==> src/include/drive_ctrl_pkg.sv <==
// Purpose: constants for the drive control word decoder
// Assumes: 20-bit serial words, most significant bit first
// Notes:   field positions and reset values of the decoded word
package drive_ctrl_pkg;
    localparam int WORD_WIDTH        = 20;
    localparam int ADDR_HI_POS       = 19;
    localparam int ADDR_LO_POS       = 18;
    localparam logic [1:0] ADDR_DRIVE_CONTROL = 2'h0;
    localparam int COIL_A_SIGN_POS   = 17;
    localparam int COIL_A_MAG_HI     = 16;
    localparam int COIL_A_MAG_LO     = 9;
    localparam int COIL_B_SIGN_POS   = 8;
    localparam int COIL_B_MAG_HI     = 7;
    localparam int COIL_B_MAG_LO     = 0;
    localparam int INTERP_POS        = 9;
    localparam int BOTH_EDGE_POS     = 8;
    localparam int MICROSTEP_RES_HI           = 3;
    localparam int MICROSTEP_RES_LO           = 0;
    localparam int INTERP_FACTOR     = 16;
    localparam logic [3:0] MICROSTEP_RES_MAX_CODE = 4'h8;
    localparam logic [8:0] RESET_MICROSTEPS = 9'h100;
    localparam logic [7:0] RESET_MAG = 8'h00;
    localparam logic [19:0] RESET_WORD = 20'h00000;
endpackage

==> src/rtl/pin_sync.sv <==
// Purpose: two-flop synchroniser for a group of pins
// Assumes: inputs asynchronous to clock_i
// Notes:   first stage read only by the second stage
`timescale 1ns/1ps
module pin_sync #(
    parameter int WIDTH = 3
) (
    // clock and reset
    input  wire logic             clock_i,
    input  wire logic             reset_i,
    // pins
    input  wire logic [WIDTH-1:0] async_i,
    output logic      [WIDTH-1:0] sync_o
);
    logic [WIDTH-1:0] meta_reg;

    if (WIDTH < 1)
    begin : g_width_check
        $error("synchroniser needs at least one pin");
    end

    always_ff @(posedge clock_i)
    begin
        if (reset_i)
        begin
            meta_reg <= '1;
            sync_o   <= '1;
        end
        else
        begin
            meta_reg <= async_i;
            sync_o   <= meta_reg;
        end
    end
endmodule

==> src/rtl/drive_control_word_decode.sv <==
// Purpose: shift in serial words, latch on chip select release, decode
// Assumes: serial clock idles low, data sampled on its rising edge
// Notes:   step_input_off comes from the driver configuration logic
//
// Overview of operation
// - mode bit high: word holds sign and magnitude for both coils
// - mode bit low: word configures interpolation, edges, microstep resolution
// - bit 17 gives coil A current direction
// - bits 16..9 give unsigned coil A magnitude, msb first
// - bit 8 gives coil B current direction
// - bits 7..0 give unsigned coil B magnitude, msb first
// - bit 9 enables sixteenfold step interpolation
// - bit 8 makes both step edges advance position
// - bits 19..18 equal to zero address the drive control word
// - last 20 bits before chip select rises are latched on its rise when their bits 19..18 are zero
`timescale 1ns/1ps
module drive_control_word_decode
    import drive_ctrl_pkg::*;
(
    // clock and reset
    input  wire logic       clock_i,
    input  wire logic       reset_i,
    // serial bus pins
    input  wire logic       serial_clk_i,
    input  wire logic       serial_data_i,
    input  wire logic       chip_select_n_i,
    // mode from driver configuration
    input  wire logic       step_input_off_i,
    // coil current commands
    output logic            coil_a_sign_o,
    output logic [7:0]      coil_a_magnitude_o,
    output logic            coil_b_sign_o,
    output logic [7:0]      coil_b_magnitude_o,
    // step input configuration
    output logic            step_interp_en_o,
    output logic            both_edge_step_o,
    output logic [3:0]      microstep_res_o,
    output logic [8:0]      microsteps_per_quarter_o,
    // word latch event
    output logic            word_latched_o
);
    // ************************************************
    // elaboration checks
    // ************************************************
    generate
        if (ADDR_HI_POS != WORD_WIDTH - 1)
        begin : g_addr_check
            $error("address field must end the word");
        end
        if (ADDR_LO_POS != ADDR_HI_POS - 1)
        begin : g_addr_pair_check
            $error("address field must be two bits");
        end
        if (COIL_A_MAG_HI - COIL_A_MAG_LO != 7)
        begin : g_mag_a_check
            $error("coil A magnitude must be eight bits");
        end
        if (COIL_B_MAG_HI - COIL_B_MAG_LO != 7)
        begin : g_mag_b_check
            $error("coil B magnitude must be eight bits");
        end
        if (COIL_A_SIGN_POS != COIL_A_MAG_HI + 1)
        begin : g_sign_a_check
            $error("coil A sign must sit above its magnitude");
        end
        if (COIL_B_SIGN_POS != COIL_B_MAG_HI + 1)
        begin : g_sign_b_check
            $error("coil B sign must sit above its magnitude");
        end
        if (MICROSTEP_RES_HI - MICROSTEP_RES_LO != 3)
        begin : g_microstep_res_check
            $error("resolution code must be four bits");
        end
    endgenerate

    // ************************************************
    // pin synchronisation and edge detection
    // ************************************************
    logic [2:0] pins_sync;
    logic       sclk_prev_reg;
    logic       csn_prev_reg;
    logic       sclk_rise;
    logic       csn_rise;

    pin_sync #(
        .WIDTH (3)
    ) u_pin_sync (
        .clock_i (clock_i),
        .reset_i (reset_i),
        .async_i ({serial_clk_i, serial_data_i, chip_select_n_i}),
        .sync_o  (pins_sync)
    );

    always_ff @(posedge clock_i)
    begin
        if (reset_i)
        begin
            sclk_prev_reg <= 1'b0;
            csn_prev_reg  <= 1'b1;
        end
        else
        begin
            sclk_prev_reg <= pins_sync[2];
            csn_prev_reg  <= pins_sync[0];
        end
    end

    assign sclk_rise = pins_sync[2] & ~sclk_prev_reg & ~pins_sync[0];
    assign csn_rise  = pins_sync[0] & ~csn_prev_reg;

    // ************************************************
    // shift register
    // ************************************************
    logic [WORD_WIDTH-1:0] shift_reg;

    always_ff @(posedge clock_i)
    begin
        if (reset_i)
            shift_reg <= RESET_WORD;
        else if (sclk_rise)
            shift_reg <= {shift_reg[WORD_WIDTH-2:0], pins_sync[1]};
    end

    // ************************************************
    // word latch
    // ************************************************
    logic [WORD_WIDTH-1:0] ctrl_word_reg;
    logic                  addressed;

    assign addressed = ({shift_reg[ADDR_HI_POS], shift_reg[ADDR_LO_POS]}
                        == ADDR_DRIVE_CONTROL);

    always_ff @(posedge clock_i)
    begin
        if (reset_i)
            ctrl_word_reg <= RESET_WORD;
        else if (csn_rise && addressed)
            ctrl_word_reg <= shift_reg;
    end

    always_ff @(posedge clock_i)
    begin
        if (reset_i)
            word_latched_o <= 1'b0;
        else
            word_latched_o <= csn_rise & addressed;
    end

    // ************************************************
    // coil current layout
    // ************************************************
    // direct current mode
    always_ff @(posedge clock_i)
    begin
        if (reset_i)
        begin
            coil_a_sign_o      <= 1'b0;
            coil_a_magnitude_o <= RESET_MAG;
            coil_b_sign_o      <= 1'b0;
            coil_b_magnitude_o <= RESET_MAG;
        end
        else if (step_input_off_i)
        begin
            coil_a_sign_o      <= ctrl_word_reg[COIL_A_SIGN_POS];
            coil_a_magnitude_o <= ctrl_word_reg[COIL_A_MAG_HI:COIL_A_MAG_LO];
            coil_b_sign_o      <= ctrl_word_reg[COIL_B_SIGN_POS];
            coil_b_magnitude_o <= ctrl_word_reg[COIL_B_MAG_HI:COIL_B_MAG_LO];
        end
        else
        begin
            coil_a_sign_o      <= 1'b0;
            coil_a_magnitude_o <= RESET_MAG;
            coil_b_sign_o      <= 1'b0;
            coil_b_magnitude_o <= RESET_MAG;
        end
    end

    // ************************************************
    // step input layout
    // ************************************************
    logic [8:0] microsteps_next;

    always_comb
    begin
        if (ctrl_word_reg[MICROSTEP_RES_HI:MICROSTEP_RES_LO] > MICROSTEP_RES_MAX_CODE)
            microsteps_next = 9'h001;
        else
            microsteps_next = RESET_MICROSTEPS >> ctrl_word_reg[MICROSTEP_RES_HI:MICROSTEP_RES_LO];
    end

    always_ff @(posedge clock_i)
    begin
        if (reset_i)
        begin
            step_interp_en_o         <= 1'b0;
            both_edge_step_o         <= 1'b0;
            microstep_res_o          <= 4'h0;
            microsteps_per_quarter_o <= RESET_MICROSTEPS;
        end
        else if (!step_input_off_i)
        begin
            step_interp_en_o         <= ctrl_word_reg[INTERP_POS];
            both_edge_step_o         <= ctrl_word_reg[BOTH_EDGE_POS];
            microstep_res_o          <= ctrl_word_reg[MICROSTEP_RES_HI:MICROSTEP_RES_LO];
            microsteps_per_quarter_o <= microsteps_next;
        end
        else
        begin
            step_interp_en_o         <= 1'b0;
            both_edge_step_o         <= 1'b0;
            microstep_res_o          <= 4'h0;
            microsteps_per_quarter_o <= RESET_MICROSTEPS;
        end
    end
endmodule

==> config.mk <==
export PLATFORM = sky130hd
export DESIGN_NAME = drive_control_word_decode
export DESIGN_NICKNAME = d
export VERILOG_FILES = /design/src/include/drive_ctrl_pkg.sv /design/src/rtl/pin_sync.sv /design/src/rtl/drive_control_word_decode.sv
export SDC_FILE = /design/constraint.sdc
export NUM_CORES = 1
export LEC_CHECK = 0
export ABC_CLOCK_PERIOD_IN_PS = 1400
export BUFFER_PORTS_ARGS = -buffer_cell sky130_fd_sc_hd__buf_2
export CAP_MARGIN = 10
export CELL_PAD_IN_SITES_DETAIL_PLACEMENT = 0
export CELL_PAD_IN_SITES_GLOBAL_PLACEMENT = 1
export CORE_UTILIZATION = 30
export DETAILED_ROUTE_END_ITERATION = 8
export PLACE_DENSITY_LB_ADDON = 0.1
export SYNTH_ARGS = -nofsm -noshare
export SYNTH_HDL_FRONTEND = slang
export SYNTH_SLANG_ARGS = --single-unit
==> constraint.sdc <==
create_clock -name clock_i -period 1.4 [get_ports clock_i]
set_clock_uncertainty 0.2 [all_clocks]
set_input_delay 0.14 -clock clock_i [delete_from_list [all_inputs] [get_ports clock_i]]
set_output_delay 0.14 -clock clock_i [all_outputs]
set_load 0.005 [all_outputs]
==> impl_results.md <==
- Status: finished with violations
- Violations in the final reports: negative hold slack, negative setup slack
- Number of remaining DRC errors: 0
- CTS tree: built
- Final hold violations: 2
- HPWL after DPL: 2790 um
- Worst setup EP type: flop
- RSZ-0062 raised after global routing: true
- PortBufs: 39
- Sequential power share: 58.0%
- Dpl ws: -0.0904 ns
- Largest net degree at the start of global routing: 49
- Worst setup path class: flop to flop
- Worst setup SP type: flop
- Clock Path Buffers: 2
- Hold-fix buffers at CTS: 5
- Hold WS: -0.00435 ns
- Placed Area: 0.00303 mm^2
- Peak supply drop: 0.436 mV
- Power share of the clock group: 38.2%
- Slew Limit Fails: 0
- Final setup vio count: 12
- Net Switching: 0.000888 W
- Power Internal: 0.00306 W
- Finished layout cell area: 0.00339 mm^2
- Core box area: 0.00838 mm^2
- Net Sw Frac: 22.5%
- TritonCTS Buffers: 9
- CTS root buf: clkbuf_8
- Post-Synthesis Cells: 222
- RD Place Congestion: 0.656
- H-tree Lvls: 3
- Fmax: 0.685 GHz
- Total power: 0.00395 W
- Synth top cells by count: 80 x dfxtp_1, 39 x nand2b_1, 38 x mux2i_1
- Clock latency on the worst-skew pair: 0.34 ns
- Top FF cell, synth: dfxtp_1
- Diodes inserted: 0
- Vias per std cell: 4.16
- Worst min-delay path category: input pin to flop
- Post-Synthesis Mean Instance Area: 11.9 um^2
- Number of synthesized flops with an enable pin: 0
- Pleak: 1.46 nW
- Die Y: 95.9 um
- Synth area leaders: dfxtp_1 61%, mux2i_1 14%, nand2b_1 9.2%, and2_1 5.7%, or2_2 1.7%
- GR Util All Layers: 11.1%
- Post-synth design cell area: 0.00264 mm^2
- Final worst setup slack: -0.0598 ns
- DRT Wirelength: 4560 um
- Max Cap Viol: 0
- CP arrival: 1.49 ns
- Share of layout cells above drive strength 1: 31.4%
- Die ar.: 0.00919 mm^2
- FP Rows: 33
- Clock sink count: 80
- DR pass1 iterations: 4
- DR vias: 1631
- Post-synth ARST share: 0%
- Drt first-iter violations: 51
- Initial antenna violation count: 0
- CP required: 1.43 ns
- Number of library cell types mapped by synthesis: 25
- Worst slew pin tran: 0.425 ns
- GRT overflow: 0
- Crit share post-route: 104%
- PD cells: 1160 mW/mm^2
- Largest register FFs: 20
- Post-Syn Nets: 228
- Minimum clock period: 1.46 ns
- I/O pin count: 40
- Logic pwr share: 3.7%
- Die W: 95.9 um
- Number of global-route vias before repair: 1526
- Initial Util: 31.5%
- Yosys reg bits: 80
- DRT antenna net count: 0
- Top-area cell type share of the netlist area: 60.6%
- Crit Path Max Fanout: 5
- Synth area leader: dfxtp_1
- Post-synthesis sequential area ratio: 60.6%
- Avg WL per Cell: 11.6 um
- Ys Warns: 0
- Slew margin rel.: 71.6%
- Fin nets: 288
- First-pass GRT wire length: 7350 um
- Area delta synth->final: 28.3%
- Top-count cell post-synth: dfxtp_1
- Worst-path clk slew: 0.08 ns
==> critical path, stage by stage (launching register included) <==
cell     delay [ns]
dfxtp_1        0.31
or4b_4         0.55
buf_4          0.18
mux2i_1        0.11
==> kinds of logic (layout without fill, tap and decap cells) <==
logic type / count (synthesis) / after routing / share of synthesized area, %
multiplexers: 38 / 38 / 14.4
buffers and inverters: 14 / 79 / 3.08
AND/OR/NAND/NOR: 89 / 89 / 21.6
flip-flops: 80 / 80 / 60.6
AO/OA/AOI/OAI: 1 / 1 / 0.331
==> per-layer routing <==
layer  GRT usage [%]  up-vias  share of wire [%]
li1                -      847                  -
met1            14.5      743                 52
met2            15.9       30                 41
met3            3.32       11                3.8
met4            6.72        0                2.7
met5               0        -                  0
==> cell usage in the layout, fill, tap and decap left out, drive strengths merged, types with 3 or more instances in the layout <==
cell and count:
dlygate4sd3 4, buf 56, or2 7, mux2i 38, dfxtp 80, nor2 4, clkinvlp 3, clkbuf 12
and2 24, nand2b 39, nor4b 3
==> worst paths after layout <==
path | startpoint | to | slack, ns | cells past startpoint
worst max-delay path | shift_reg[19] | ctrl_word_reg[16] | -0.06 | 3
worst min-delay path | reset_i | microstep_res_o[1] | -0.004 | 3
worst max register to register | shift_reg[19] | ctrl_word_reg[16] | -0.06 | 3
worst min register to register | u_pin_sync.meta_reg[2] | u_pin_sync.sync_o[2] | 0.21 | 1
==> area by class of cell <==
type                            instances  area [um^2]
Clock buffer                           11          141
Clock inverter                          5         32.5
Fill cell                             839         4990
Inverter                                1         3.75
Multi-Input combinational cell        128         1030
Sequential cell                        80         1600
Tap cell                              105          131
Timing Repair Buffer                   62          452
==> power groups by stage <==
stage	clock (W)	combinational (W)	sequential [W]
global placement	0	0.000122	0.00234
floorplan	0	0.0000761	0.00234
global route	0.00169	0.000160	0.00229
finish	0.00151	0.000146	0.00229
CTS	0.00157	0.000138	0.00229
detailed placement	0	0.000121	0.00234
==> per-stage QoR <==
step,cells,TNS (ns),hold slack [ns],util (%)
6_report,392,-0.594,-0.00435,40.4
5_1_grt,392,-1.81,-0.00853,40.4
4_1_cts,389,-0.615,-0.0441,39.4
2_1_floorplan,222,-1.47,0.0438,-
3_3_place_gp,368,-0.838,0.124,36.2
3_5_place_dp,368,-1.04,0.125,36.2
==> repair_timing <==
item,CTS,global route
pin swaps,1,3
gates resized for setup,9,11
gates cloned,0,1
hold endpoints to repair,12,1
setup endpoints to repair,35,36
buffers inserted,0,2
Note: power is estimated with default switching activity, not from simulation.
